`src/audio_path_pkg.sv`:
```
/*
 Shared constants for the playback path control block: register
 addresses, field positions, reset values and gain code limits.
 Assumes a 7-bit register address and 9-bit register data word.
*/
package audio_path_pkg;

	// ==========================================================
	// Register addresses
	localparam logic [6:0] ADDR_LEFT_PHONES = 7'h02;
	localparam logic [6:0] ADDR_RIGHT_PHONES = 7'h03;
	localparam logic [6:0] ADDR_ANALOGUE_PATH = 7'h04;
	localparam logic [6:0] ADDR_DIGITAL_PATH = 7'h05;
	localparam logic [6:0] ADDR_SOFT_RESET = 7'h0F;

	// ==========================================================
	// Field positions
	localparam int GAIN_LSB = 0;
	localparam int ZERO_CROSS_BIT = 7;
	localparam int LOAD_BOTH_BIT = 8;
	localparam int BYPASS_BIT = 3;
	localparam int DAC_ROUTE_BIT = 4;
	localparam int SIDETONE_BIT = 5;
	localparam int HPF_DISABLE_BIT = 0;
	localparam int DEEMPH_LSB = 1;
	localparam int SOFT_MUTE_BIT = 3;
	localparam int OFFSET_HOLD_BIT = 4;

	// ==========================================================
	// Reset values
	localparam logic [6:0] GAIN_RESET = 7'h79;
	localparam logic ZERO_CROSS_RESET = 1'b0;
	localparam logic BYPASS_RESET = 1'b1;
	localparam logic DAC_ROUTE_RESET = 1'b0;
	localparam logic SIDETONE_RESET = 1'b0;
	localparam logic HPF_DISABLE_RESET = 1'b0;
	localparam logic [1:0] DEEMPH_RESET = 2'h0;
	localparam logic SOFT_MUTE_RESET = 1'b1;
	localparam logic OFFSET_HOLD_RESET = 1'b0;

	// ==========================================================
	// Gain codes
	localparam logic [6:0] GAIN_MUTE_LIMIT = 7'h30;
	localparam logic [6:0] GAIN_MAX = 7'h7F;

	typedef enum logic [1:0] {
		DEEMPH_OFF = 2'b00,
		DEEMPH_32K = 2'b01,
		DEEMPH_44K1 = 2'b10,
		DEEMPH_48K = 2'b11
	} deemph_t;

endpackage

```
`src/phones_channel.sv`:
```
/*
 One headphone channel: holds the applied gain and any gain waiting
 for a zero crossing. Assumes near_ground is synchronous to ref_clk.
*/
`timescale 1ns/1ps
module phones_channel #(
	parameter int GAIN_WIDTH = 7
) (
	input wire logic ref_clk,
	input wire logic rst,
	input wire logic clk_en,
	input wire logic soft_rst,
	input wire logic load,
	input wire logic [GAIN_WIDTH-1:0] load_gain,
	input wire logic load_zc,
	input wire logic near_ground,
	output logic [GAIN_WIDTH-1:0] gain,
	output logic zero_cross_enable,
	output logic pending,
	output logic muted
);

	logic [GAIN_WIDTH-1:0] pending_gain;

	if (GAIN_WIDTH != 7) begin
		$error("phones_channel supports a 7-bit gain code only");
	end

	// ==========================================================
	// Gain update
	// No timeout on the wait: a steady offset may hold it forever
	always_ff @(posedge ref_clk or posedge rst) begin
		if (rst) begin
			gain <= audio_path_pkg::GAIN_RESET;
			zero_cross_enable <= audio_path_pkg::ZERO_CROSS_RESET;
			pending <= 1'b0;
			pending_gain <= audio_path_pkg::GAIN_RESET;
			muted <= 1'b0;
		end else if (clk_en) begin
			if (soft_rst) begin
				gain <= audio_path_pkg::GAIN_RESET;
				zero_cross_enable <= audio_path_pkg::ZERO_CROSS_RESET;
				pending <= 1'b0;
				pending_gain <= audio_path_pkg::GAIN_RESET;
				muted <= 1'b0;
			end else if (load) begin
				zero_cross_enable <= load_zc;
				if (load_zc) begin
					pending <= 1'b1;
					pending_gain <= load_gain;
				end else begin
					pending <= 1'b0;
					gain <= load_gain;
					muted <= load_gain < audio_path_pkg::GAIN_MUTE_LIMIT;
				end
			end else if (pending && near_ground) begin
				pending <= 1'b0;
				gain <= pending_gain;
				muted <= pending_gain < audio_path_pkg::GAIN_MUTE_LIMIT;
			end
		end
	end

	// ==========================================================
	// Checks
	apply_wait_a: assert property (@(posedge ref_clk) disable iff (rst)
		clk_en && !soft_rst && !load && pending && !near_ground
		|=> $stable(gain))
		else $error("Gain changed away from ground");
	direct_apply_a: assert property (@(posedge ref_clk) disable iff (rst)
		clk_en && !soft_rst && load && !load_zc
		|=> gain == $past(load_gain) && !pending)
		else $error("Direct gain write not applied");
	mute_code_a: assert property (@(posedge ref_clk) disable iff (rst)
		muted == (gain < audio_path_pkg::GAIN_MUTE_LIMIT))
		else $error("Mute flag does not match gain code");

endmodule

```
`src/dac_soft_mute_ramp.sv`:
```
/*
 Soft mute ramp: a digital scale factor that steps toward zero while
 mute is asserted and back to full scale when released. Steps advance on
 sample_tick, which the audio interface provides.
*/
`timescale 1ns/1ps
module dac_soft_mute_ramp #(
	parameter int SCALE_WIDTH = 8
) (
	input wire logic ref_clk,
	input wire logic rst,
	input wire logic clk_en,
	input wire logic mute,
	input wire logic sample_tick,
	output logic [SCALE_WIDTH-1:0] scale,
	output logic at_mute
);

	localparam logic [SCALE_WIDTH-1:0] FULL = '1;

	if (SCALE_WIDTH < 2) begin
		$error("dac_soft_mute_ramp needs at least two scale bits");
	end

	// ==========================================================
	// Ramp; starts muted, matching the mute bit's reset value
	always_ff @(posedge ref_clk or posedge rst) begin
		if (rst) begin
			scale <= '0;
			at_mute <= 1'b1;
		end else if (clk_en && sample_tick) begin
			if (mute && scale != '0) begin
				scale <= scale - 1'b1;
				at_mute <= scale == SCALE_WIDTH'(1);
			end else if (!mute && scale != FULL) begin
				scale <= scale + 1'b1;
				at_mute <= 1'b0;
			end
		end
	end

	ramp_step_a: assert property (@(posedge ref_clk) disable iff (rst)
		clk_en && sample_tick && mute && scale != '0
		|=> scale == $past(scale) - 1'b1)
		else $error("Soft mute did not step down by one");

endmodule

```
`src/audio_output_path_control.sv`:
```
/*
 Playback path control registers: headphone gains with zero-cross
 gating and both-channel load, line output source selects, DAC
 de-emphasis and soft mute, ADC offset hold. Register writes arrive
 as a decoded address/data strobe from the serial control logic.
 All inputs are synchronous to ref_clk.
*/
// Notes on behaviour
// - Offset hold keeps last dc offset once filter off; else clear it.
// - ADC filter type follows sample rate; no software filter-type bit.
// - DAC filters take 24-bit samples to oversampled converter data.
// - Two-bit de-emphasis: 11 48k, 10 44.1k, 01 32k, 00 off; resets 00.
// - Soft mute ramps DAC data down gradually; resets to muted.
// - Line output sums DAC, line bypass and sidetone when each selected.
// - DAC route bit adds DAC into line sum when set; resets clear.
// - Bypass bit adds line input to sum; resets set.
// - Sidetone bit adds microphone to sum when set; resets clear.
// - Seven-bit gain, 1 dB steps, +6 dB at 7F down to -73 dB at 30.
// - Gain codes 00 to 2F mute that channel alone.
// - Both headphone gains reset to 79, which is 0 dB.
// - Zero-cross enable is bit 7 of each headphone register; resets 0.
// - Zero-cross write holds new gain until input is near ground.
// - Zero-cross wait never times out.
// - Write with zero-cross clear applies gain at once, dropping pending.
// - Bit 8 on left write loads both channels.
// - Bit 8 on right write loads both channels.
// - Left headphone register at address 02, right at 03.
`timescale 1ns/1ps
module audio_output_path_control #(
	parameter int SAMPLE_WIDTH = 24,
	parameter int RAMP_WIDTH = 8
) (
	input wire logic ref_clk,
	input wire logic rst,
	input wire logic clk_en,
	input wire logic reg_write,
	input wire logic [6:0] reg_addr,
	input wire logic [8:0] reg_data,
	input wire logic [3:0] sample_rate_code,
	input wire logic sample_tick,
	input wire logic left_near_ground,
	input wire logic right_near_ground,
	input wire logic [SAMPLE_WIDTH-1:0] dc_offset_in,
	input wire logic [SAMPLE_WIDTH-1:0] dac_sample_in,
	output logic [6:0] left_phones_gain,
	output logic [6:0] right_phones_gain,
	output logic left_zero_cross_enable,
	output logic right_zero_cross_enable,
	output logic left_phones_mute,
	output logic right_phones_mute,
	output logic left_gain_pending,
	output logic right_gain_pending,
	output logic line_bypass,
	output logic dac_route_select,
	output logic sidetone_select,
	output logic adc_highpass_disable,
	output logic offset_hold,
	output logic [1:0] deemphasis_select,
	output logic dac_soft_mute,
	output logic adc_filter_alt,
	output logic [SAMPLE_WIDTH-1:0] offset_subtract,
	output logic [SAMPLE_WIDTH-1:0] dac_sample_out,
	output logic dac_at_mute
);

	// ==========================================================
	// Checks on parameters
	if (SAMPLE_WIDTH != 24) begin
		$error("DAC path processes 24-bit samples only");
	end
	if (RAMP_WIDTH < 2 || RAMP_WIDTH > 16) begin
		$error("RAMP_WIDTH must be 2 to 16");
	end

	// ==========================================================
	// Address decode
	function automatic logic hit(input logic [6:0] addr,
		input logic [6:0] target);
		hit = addr == target;
	endfunction

	logic wr_left;
	logic wr_right;
	logic wr_analogue;
	logic wr_digital;
	logic soft_rst;
	logic load_left;
	logic load_right;
	logic load_both_channels;

	always_comb begin
		wr_left = reg_write && hit(reg_addr, audio_path_pkg::ADDR_LEFT_PHONES);
		wr_right = reg_write && hit(reg_addr, audio_path_pkg::ADDR_RIGHT_PHONES);
		wr_analogue = reg_write && hit(reg_addr, audio_path_pkg::ADDR_ANALOGUE_PATH);
		wr_digital = reg_write && hit(reg_addr, audio_path_pkg::ADDR_DIGITAL_PATH);
		// Software reset: all-zero write to the reset register
		soft_rst = reg_write && hit(reg_addr, audio_path_pkg::ADDR_SOFT_RESET)
			&& reg_data == 9'h000;
		load_both_channels = reg_data[audio_path_pkg::LOAD_BOTH_BIT];
		load_left = wr_left || (wr_right && load_both_channels);
		load_right = wr_right || (wr_left && load_both_channels);
	end

	// ==========================================================
	// Headphone channels
	logic [6:0] left_gain_now;
	logic [6:0] right_gain_now;
	logic left_zc_now;
	logic right_zc_now;
	logic left_pend_now;
	logic right_pend_now;
	logic left_mute_now;
	logic right_mute_now;

	phones_channel #(
		.GAIN_WIDTH(7)
	) left_channel (
		.ref_clk(ref_clk),
		.rst(rst),
		.clk_en(clk_en),
		.soft_rst(soft_rst),
		.load(load_left),
		.load_gain(reg_data[6:0]),
		.load_zc(reg_data[audio_path_pkg::ZERO_CROSS_BIT]),
		.near_ground(left_near_ground),
		.gain(left_gain_now),
		.zero_cross_enable(left_zc_now),
		.pending(left_pend_now),
		.muted(left_mute_now)
	);

	phones_channel #(
		.GAIN_WIDTH(7)
	) right_channel (
		.ref_clk(ref_clk),
		.rst(rst),
		.clk_en(clk_en),
		.soft_rst(soft_rst),
		.load(load_right),
		.load_gain(reg_data[6:0]),
		.load_zc(reg_data[audio_path_pkg::ZERO_CROSS_BIT]),
		.near_ground(right_near_ground),
		.gain(right_gain_now),
		.zero_cross_enable(right_zc_now),
		.pending(right_pend_now),
		.muted(right_mute_now)
	);

	// Retimed so that every output leaves a flip-flop
	always_ff @(posedge ref_clk or posedge rst) begin
		if (rst) begin
			left_phones_gain <= audio_path_pkg::GAIN_RESET;
			right_phones_gain <= audio_path_pkg::GAIN_RESET;
			left_zero_cross_enable <= audio_path_pkg::ZERO_CROSS_RESET;
			right_zero_cross_enable <= audio_path_pkg::ZERO_CROSS_RESET;
			left_gain_pending <= 1'b0;
			right_gain_pending <= 1'b0;
			left_phones_mute <= 1'b0;
			right_phones_mute <= 1'b0;
		end else if (clk_en) begin
			left_phones_gain <= left_gain_now;
			right_phones_gain <= right_gain_now;
			left_zero_cross_enable <= left_zc_now;
			right_zero_cross_enable <= right_zc_now;
			left_gain_pending <= left_pend_now;
			right_gain_pending <= right_pend_now;
			left_phones_mute <= left_mute_now;
			right_phones_mute <= right_mute_now;
		end
	end

	// ==========================================================
	// Analogue path control
	// Silencing the line output is the host's job: it must mute the
	// DAC and clear both analogue paths; nothing here forces it.
	always_ff @(posedge ref_clk or posedge rst) begin
		if (rst) begin
			line_bypass <= audio_path_pkg::BYPASS_RESET;
			dac_route_select <= audio_path_pkg::DAC_ROUTE_RESET;
			sidetone_select <= audio_path_pkg::SIDETONE_RESET;
		end else if (clk_en) begin
			if (soft_rst) begin
				line_bypass <= audio_path_pkg::BYPASS_RESET;
				dac_route_select <= audio_path_pkg::DAC_ROUTE_RESET;
				sidetone_select <= audio_path_pkg::SIDETONE_RESET;
			end else if (wr_analogue) begin
				line_bypass <= reg_data[audio_path_pkg::BYPASS_BIT];
				dac_route_select <= reg_data[audio_path_pkg::DAC_ROUTE_BIT];
				sidetone_select <= reg_data[audio_path_pkg::SIDETONE_BIT];
			end
		end
	end

	// ==========================================================
	// Digital path control
	always_ff @(posedge ref_clk or posedge rst) begin
		if (rst) begin
			adc_highpass_disable <= audio_path_pkg::HPF_DISABLE_RESET;
			deemphasis_select <= audio_path_pkg::DEEMPH_RESET;
			dac_soft_mute <= audio_path_pkg::SOFT_MUTE_RESET;
			offset_hold <= audio_path_pkg::OFFSET_HOLD_RESET;
		end else if (clk_en) begin
			if (soft_rst) begin
				adc_highpass_disable <= audio_path_pkg::HPF_DISABLE_RESET;
				deemphasis_select <= audio_path_pkg::DEEMPH_RESET;
				dac_soft_mute <= audio_path_pkg::SOFT_MUTE_RESET;
				offset_hold <= audio_path_pkg::OFFSET_HOLD_RESET;
			end else if (wr_digital) begin
				adc_highpass_disable <=
					reg_data[audio_path_pkg::HPF_DISABLE_BIT];
				deemphasis_select <=
					reg_data[audio_path_pkg::DEEMPH_LSB +: 2];
				dac_soft_mute <= reg_data[audio_path_pkg::SOFT_MUTE_BIT];
				offset_hold <= reg_data[audio_path_pkg::OFFSET_HOLD_BIT];
			end
		end
	end

	// ==========================================================
	// ADC dc offset: tracks while filter on, frozen or cleared when off
	always_ff @(posedge ref_clk or posedge rst) begin
		if (rst) begin
			offset_subtract <= '0;
		end else if (clk_en) begin
			if (!adc_highpass_disable)
				offset_subtract <= dc_offset_in;
			else if (!offset_hold)
				offset_subtract <= '0;
		end
	end

	// Filter type follows the sample rate; no register bit for it.
	// Codes with top bit set pick the alternate response.
	always_ff @(posedge ref_clk or posedge rst) begin
		if (rst)
			adc_filter_alt <= 1'b0;
		else if (clk_en)
			adc_filter_alt <= sample_rate_code[3];
	end

	// ==========================================================
	// DAC soft mute and 24-bit sample scaling
	logic [RAMP_WIDTH-1:0] ramp_scale;
	logic ramp_at_mute;
	logic signed [SAMPLE_WIDTH+RAMP_WIDTH:0] scaled;

	dac_soft_mute_ramp #(
		.SCALE_WIDTH(RAMP_WIDTH)
	) mute_ramp (
		.ref_clk(ref_clk),
		.rst(rst),
		.clk_en(clk_en),
		.mute(dac_soft_mute),
		.sample_tick(sample_tick),
		.scale(ramp_scale),
		.at_mute(ramp_at_mute)
	);

	// Full scale maps to just under unity; a one-LSB loss traded for
	// a shift instead of a divider.
	always_comb begin
		scaled = $signed({{(RAMP_WIDTH+1){dac_sample_in[SAMPLE_WIDTH-1]}},
			dac_sample_in}) * $signed({{(SAMPLE_WIDTH+1){1'b0}}, ramp_scale});
	end

	always_ff @(posedge ref_clk or posedge rst) begin
		if (rst) begin
			dac_sample_out <= '0;
			dac_at_mute <= 1'b1;
		end else if (clk_en) begin
			// 24 bits kept from the product; its low RAMP_WIDTH bits are dropped
			dac_sample_out <= scaled[RAMP_WIDTH +: SAMPLE_WIDTH];
			dac_at_mute <= ramp_at_mute;
		end
	end

	// ==========================================================
	// Checks
	both_load_a: assert property (@(posedge ref_clk) disable iff (rst)
		clk_en && wr_left && reg_data[8] && !reg_data[7]
		|=> ##1 right_phones_gain == $past(reg_data[6:0], 2))
		else $error("Left write with load-both missed right channel");
	right_both_a: assert property (@(posedge ref_clk) disable iff (rst)
		clk_en && wr_right && reg_data[8] && !reg_data[7]
		|=> ##1 left_phones_gain == $past(reg_data[6:0], 2))
		else $error("Right write with load-both missed left channel");
	single_load_a: assert property (@(posedge ref_clk) disable iff (rst)
		clk_en && wr_left && !reg_data[8] && !right_pend_now
		&& !right_near_ground |=> $stable(right_gain_now))
		else $error("Right channel changed on left-only write");
	path_write_a: assert property (@(posedge ref_clk) disable iff (rst)
		clk_en && wr_analogue |=> line_bypass == $past(reg_data[3])
		&& dac_route_select == $past(reg_data[4]))
		else $error("Analogue path bits not stored");
	offset_clear_a: assert property (@(posedge ref_clk) disable iff (rst)
		clk_en && adc_highpass_disable && !offset_hold
		|=> offset_subtract == '0)
		else $error("Offset not cleared without hold");
	offset_keep_a: assert property (@(posedge ref_clk) disable iff (rst)
		clk_en && adc_highpass_disable && offset_hold
		|=> $stable(offset_subtract))
		else $error("Held offset changed");
	deemph_store_a: assert property (@(posedge ref_clk) disable iff (rst)
		clk_en && wr_digital |=> deemphasis_select == $past(reg_data[2:1]))
		else $error("De-emphasis field not stored");
	// Register views, one edge after the write for path bits, two for headphone outputs, when the clock runs
	mute_store_a: assert property (@(posedge ref_clk)
		disable iff (rst) clk_en && wr_digital
		|=> dac_soft_mute == $past(reg_data[audio_path_pkg::SOFT_MUTE_BIT]))
		else $error("Soft mute bit not stored");
	route_store_a: assert property (@(posedge ref_clk)
		disable iff (rst) clk_en && wr_analogue
		|=> dac_route_select
		== $past(reg_data[audio_path_pkg::DAC_ROUTE_BIT]))
		else $error("DAC route bit not stored");
	sidetone_store_a: assert property (@(posedge ref_clk)
		disable iff (rst) clk_en && wr_analogue
		|=> sidetone_select
		== $past(reg_data[audio_path_pkg::SIDETONE_BIT]))
		else $error("Sidetone bit not stored");
	filter_follow_a: assert property (@(posedge ref_clk)
		disable iff (rst) clk_en
		|=> adc_filter_alt == $past(sample_rate_code[3]))
		else $error("Filter type does not follow sample rate");
	soft_reset_a: assert property (@(posedge ref_clk)
		disable iff (rst) clk_en && soft_rst ##1 clk_en
		|=> left_phones_gain == audio_path_pkg::GAIN_RESET
		&& right_phones_gain == audio_path_pkg::GAIN_RESET)
		else $error("Soft reset did not restore gains");
	zero_cross_store_a: assert property (@(posedge ref_clk)
		disable iff (rst) clk_en && wr_left && !reg_data[8] ##1 clk_en
		|=> left_zero_cross_enable == $past(reg_data[7], 2))
		else $error("Zero-cross enable not stored");
	pending_show_a: assert property (@(posedge ref_clk)
		disable iff (rst) clk_en && wr_left && !reg_data[8] && reg_data[7]
		##1 clk_en |=> left_gain_pending)
		else $error("Zero-cross write not held pending");
	phones_mute_a: assert property (@(posedge ref_clk)
		disable iff (rst) left_phones_mute
		== (left_phones_gain < audio_path_pkg::GAIN_MUTE_LIMIT))
		else $error("Left mute output does not match gain");

endmodule

```
`config.mk`:
```
export PLATFORM = sky130hd
export DESIGN_NAME = audio_output_path_control
export DESIGN_NICKNAME = d
export VERILOG_FILES = /design/src/audio_path_pkg.sv /design/src/phones_channel.sv /design/src/dac_soft_mute_ramp.sv /design/src/audio_output_path_control.sv
export SDC_FILE = /design/constraint.sdc
export NUM_CORES = 1
export LEC_CHECK = 0
export BUFFER_PORTS_ARGS = -buffer_cell sky130_fd_sc_hd__clkbuf_2
export CAP_MARGIN = 30
export CELL_PAD_IN_SITES_DETAIL_PLACEMENT = 0
export CELL_PAD_IN_SITES_GLOBAL_PLACEMENT = 1
export CORE_MARGIN = 5
export CORE_UTILIZATION = 50
export CTS_CLUSTER_SIZE = 16
export DETAILED_ROUTE_END_ITERATION = 8
export PLACE_DENSITY = 0.87
export SKIP_LAST_GASP = 1
export SYNTH_ARGS = -nofsm -noshare
export SYNTH_HDL_FRONTEND = slang
export SYNTH_SLANG_ARGS = --single-unit
export TNS_END_PERCENT = 100
```
`constraint.sdc`:
```
create_clock -name ref_clk -period 7.55 [get_ports ref_clk]
set_input_delay 1.51 -clock ref_clk [delete_from_list [all_inputs] [get_ports ref_clk]]
set_output_delay 1.51 -clock ref_clk [all_outputs]
set_load 0.05 [all_outputs]
```
==> impl_table.tex <==
\begin{tabular}{lr}
\hline
Metric & Value \\
\hline
\multicolumn{2}{l}{\textbf{Clock network}} \\
\quad Clock latency of the later-clocked register in the worst-skew pair & 420 ps \\
\quad Clock tree from TritonCTS & yes \\
\quad Cts repair resizes & 0 \\
\quad TritonCTS sink count & 121 \\
\quad Number of buffers created by CTS & 17 \\
\quad Deepest clock path buffer count & 2 \\
\quad Count of buffers added by post-CTS timing repair for setup & 0 \\
\quad Cts-stage hold buffer count & 0 \\
\quad Clock transition at the register clock pins on the worst setup and hold paths after CTS & roughly 60 ps \\
\quad Depth of the CTS H-tree & 4 \\
\quad Clock root buffer & clkbuf\_16 \\
\multicolumn{2}{l}{\textbf{Synth}} \\
\quad Post-synthesis instance total & 1199 \\
\quad Number of warnings issued by yosys & 0 \\
\quad Dominant synthesized flop cell & dfrtp\_1 \\
\quad Post-synthesis instance area & about 12000 µm² \\
\quad Largest family of logic cells by synthesized area & adder cells \\
\quad Count of cell types in the netlist & 67 \\
\quad Adder and majority cell fraction of the synthesized area & 32.09\% \\
\quad Average cell area after synthesis & $\sim$9.7 µm² \\
\quad Post-Synth XOR/XNOR Area & 2.636\% \\
\quad Net count after synthesis & approximately 1500 \\
\quad Sequential share of the synthesized area & about a quarter \\
\quad Portion of netlist area occupied by mux cells & approximately 5.6\% \\
\quad Simple-Gate Fraction of Synth Area & between 10\% and 20\% \\
\quad Share of the synthesized area in compound gates (AO/OA/AOI/OAI) & about a tenth \\
\quad Async S/R FF share, synth & 100.0\% \\
\quad Post-synthesis register bit count & between 100 and 150 \\
\quad Number of synthesized flops with an enable pin & 0 \\
\multicolumn{2}{l}{\textbf{Floorplanning}} \\
\quad Height of the die & between 150 and 200 µm \\
\quad Die area & around 26000 µm² \\
\quad Width of the die & 162.5 µm \\
\quad Floorplan Core Area & approximately 23000 µm² \\
\quad Ports placed on the boundary & around 150 \\
\quad Std-Cell Rows & between 50 and 60 \\
\quad Starting utilization of the core area & between 50 and 60\% \\
\multicolumn{2}{l}{\textbf{Placement}} \\
\quad Placer congestion estimate & 0.8754 \\
\quad IO Port Bufs & 149 \\
\quad Post-placement cell area & 12660 µm² \\
\quad HPWL after detailed placement & approximately 21000 µm \\
\multicolumn{2}{l}{\textbf{Global routing}} \\
\quad Number of global-route vias before repair & between 9000 and 10000 \\
\quad Congestion Overflow GR & 0 \\
\quad First-pass GRT wire length & approximately 48000 µm \\
\quad Maximum number of pins on one net before global-route repair & 77 \\
\quad Initial antenna violation count & 2 \\
\quad Global routing usage summed across all routing layers & around 22\% \\
\multicolumn{2}{l}{\textbf{Timing}} \\
\quad Least-Margin Pin Slew & $\sim$1000 ps \\
\quad Final clock skew & slightly below 8 ps \\
\quad Total negative setup slack & 0 ps \\
\quad Worst slew margin & between 30\% and 40\% \\
\quad Number of max-slew violations in the final report & 0 \\
\quad Final Setup Violations & 0 \\
\quad Highest clock frequency the design can meet & roughly 170 MHz \\
\quad Number of hold violations in the final report & 0 \\
\quad RSZ-0062 raised after global routing & false \\
\quad Post-route clock period utilization & approximately 79\% \\
\quad Time the worst path needs with I/O delays and setup & around 6000 ps \\
\multicolumn{2}{l}{\textbf{Layout}} \\
\quad Fill cell instance count of the final layout & around 2100 \\
\quad Number of nets in the layout & around 1600 \\
\quad Most common cell after layout, fill and taps aside & inv\_1 \\
\quad Final design instance area without fill & roughly 13000 µm² \\
\quad Area growth syn-to-layout & 13.75\% \\
\quad Commonest non-fill, non-tap cells in the layout & 191 x inv\_1, 150 x nand2\_1, 149 x clkbuf\_2, 147 x fa\_1, 96 x and2\_1 \\
\quad Antenna diode count & 0 \\
\quad Share of cells above drive strength 1 & a little over a fifth \\
\multicolumn{2}{l}{\textbf{Worst setup path}} \\
\quad Worst Setup End Kind & flip-flop \\
\quad Startpoint type of the worst setup path & input port \\
\quad Peak fanout along the critical path & 8 \\
\quad Arrival time at the worst endpoint & 6270 ps \\
\quad Required time reported for the critical path endpoint & 7850 ps \\
\quad Worst setup path category & input port to flip-flop \\
\multicolumn{2}{l}{\textbf{Detailed routing}} \\
\quad Post-DR vias/cell & between 5 and 6 \\
\quad Number of design-rule violations left by the first detailed-router iteration & about 460 \\
\quad WL per Instance & between 15 and 20 µm \\
\quad Remaining design rule violation count & 0 \\
\quad Via Count & $\sim$8700 \\
\quad Final antenna-violating net count & 0 \\
\quad Detailed Routing Iterations Pass 1 & 5 \\
\quad Detailed Route WL & 27720 µm \\
\multicolumn{2}{l}{\textbf{Hold path}} \\
\quad Class of the tightest hold or removal check & flip-flop to flip-flop \\
\multicolumn{2}{l}{\textbf{Job}} \\
\quad Maxcap violations & 0 \\
\multicolumn{2}{l}{\textbf{Run status}} \\
\quad Result of the run & completed \\
\hline
\end{tabular}
-- cells by family (layout without fill, tap and decap cells) --
logic type / after synthesis / in the layout
mux: 58 / 58
buf+inv: 244 / 386
simple gates: 359 / 359
compound gates: 172 / 172
xor+xnor: 35 / 35
flops: 121 / 121
fa+ha+maj: 210 / 210
-- synth_stat cells (3+ instances only) --
| library cell | instances | area share [%] |
|---|---|---|
| inv_1 | 192 | 6.2 |
| a31oi_1 | 7 | 0.38 |
| mux2_2 | 54 | 5.2 |
| nand3_1 | 11 | 0.47 |
| nand2_1 | 150 | 4.8 |
| o21ai_0 | 24 | 1.0 |
| nor2_1 | 46 | 1.5 |
| and3_1 | 4 | 0.22 |
| nor3b_1 | 3 | 0.19 |
| nor4_1 | 3 | 0.16 |
| o21ai_2 | 3 | 0.23 |
| a21o_1 | 9 | 0.58 |
| dfrtp_1 | 87 | 19 |
| buf_2 | 8 | 0.34 |
| nor3_1 | 5 | 0.22 |
| fa_1 | 147 | 25 |
| dfstp_2 | 34 | 7.7 |
| a21boi_0 | 3 | 0.19 |
| o21ai_1 | 7 | 0.30 |
| a22o_1 | 24 | 1.8 |
| ha_1 | 63 | 6.8 |
| nand4_1 | 10 | 0.54 |
| a211oi_1 | 17 | 1.1 |
| a21oi_1 | 46 | 2.0 |
| o211ai_1 | 3 | 0.19 |
| xor2_1 | 15 | 1.1 |
| and2_1 | 96 | 5.2 |
| nor2b_1 | 15 | 0.81 |
| xnor2_1 | 20 | 1.5 |
| or3_1 | 3 | 0.16 |
| a22oi_1 | 3 | 0.19 |
| buf_1 | 8 | 0.26 |
| clkbuf_1 | 34 | 1.1 |
| mux2i_1 | 4 | 0.34 |
| o22ai_1 | 3 | 0.16 |
-- state kept, by name, summed over array words and instances, names as in the netlist, 2 cells and up --
| name | cells |
|---|---|
| right_channel.pending_gain | 7 |
| dac_sample_out | 24 |
| deemphasis_select | 2 |
| mute_ramp.scale | 8 |
| right_phones_gain | 7 |
| left_channel.pending_gain | 7 |
| offset_subtract | 24 |
| left_channel.gain | 7 |
| right_channel.gain | 7 |
| left_phones_gain | 7 |
-- stage by stage --
| stage | instances | setup WS, ps | hold slack, ps | utilization (%) |
|---|---|---|---|---|
| floorplan | 1199 | 1634 | 442.9 | - |
| global placement | 1620 | 1160 | 454.7 | 55.46 |
| detailed placement | 1621 | 1160 | 461.7 | 55.58 |
| CTS | 1653 | 1597 | 472.3 | 57.95 |
| global route | 1654 | 1314 | 490.5 | 58.07 |
| finish | 1654 | 1583 | 469.8 | 58.07 |
-- cell type report --
cell class                      instances  area, µm²  area share (%)
Multi-Input combinational cell        834       7624           57.64
Sequential cell                       121       3070           23.21
Timing Repair Buffer                  161      875.8           6.622
Inverter                              193      726.9           5.496
Clock buffer                           19      442.9           3.349
Tap cell                              313      391.6           2.961
Clock inverter                         13      95.09          0.7189
-- worst paths after layout --
kind / slack (ps) / cells after the start / start / to
hold / removal: 470 / 2 / left_channel.gain[3] / left_channel.gain[3]
setup reg to reg: 1780 / 17 / mute_ramp.scale[0] / dac_sample_out[22]
min in group asynchronous: 1150 / 2 / rst / left_zero_cross_enable
setup / recovery: 1580 / 17 / dac_sample_in[5] / dac_sample_out[19]
hold reg to reg: 470 / 2 / left_channel.gain[3] / left_channel.gain[3]
max in group asynchronous: 5340 / 4 / rst / mute_ramp.at_mute
-- critical path: stages --
cell       delay (ps)
clkbuf_2          180
nand2_1           100
fa_1              510
fa_1              540
inv_1              50
fa_1              530
inv_1              60
fa_1              530
inv_1              50
ha_1              380
a2111oi_2         360
o21ai_2           170
a31oi_4           300
a31oi_1           260
a21boi_0          330
xnor2_1           120
mux2_2            270
-- routing by layer --
| metal | global-route usage (%) | share of wire (%) | vias up | routed length [µm] |
|---|---|---|---|---|
| met1 | 31.13 | 44 | 4373 | 12320 |
| li1 | - | - | 4096 | - |
| met5 | 0 | 0.12 | - | 32 |
| met3 | 5.391 | 7.0 | 23 | 1936 |
| met2 | 35.98 | 48 | 253 | 13170 |
| met4 | 4.383 | 0.93 | 4 | 259 |
Power is left out: the tool's default activity adds up to more than one toggle a clock period on the data nets, which glitch-free logic cannot reach.
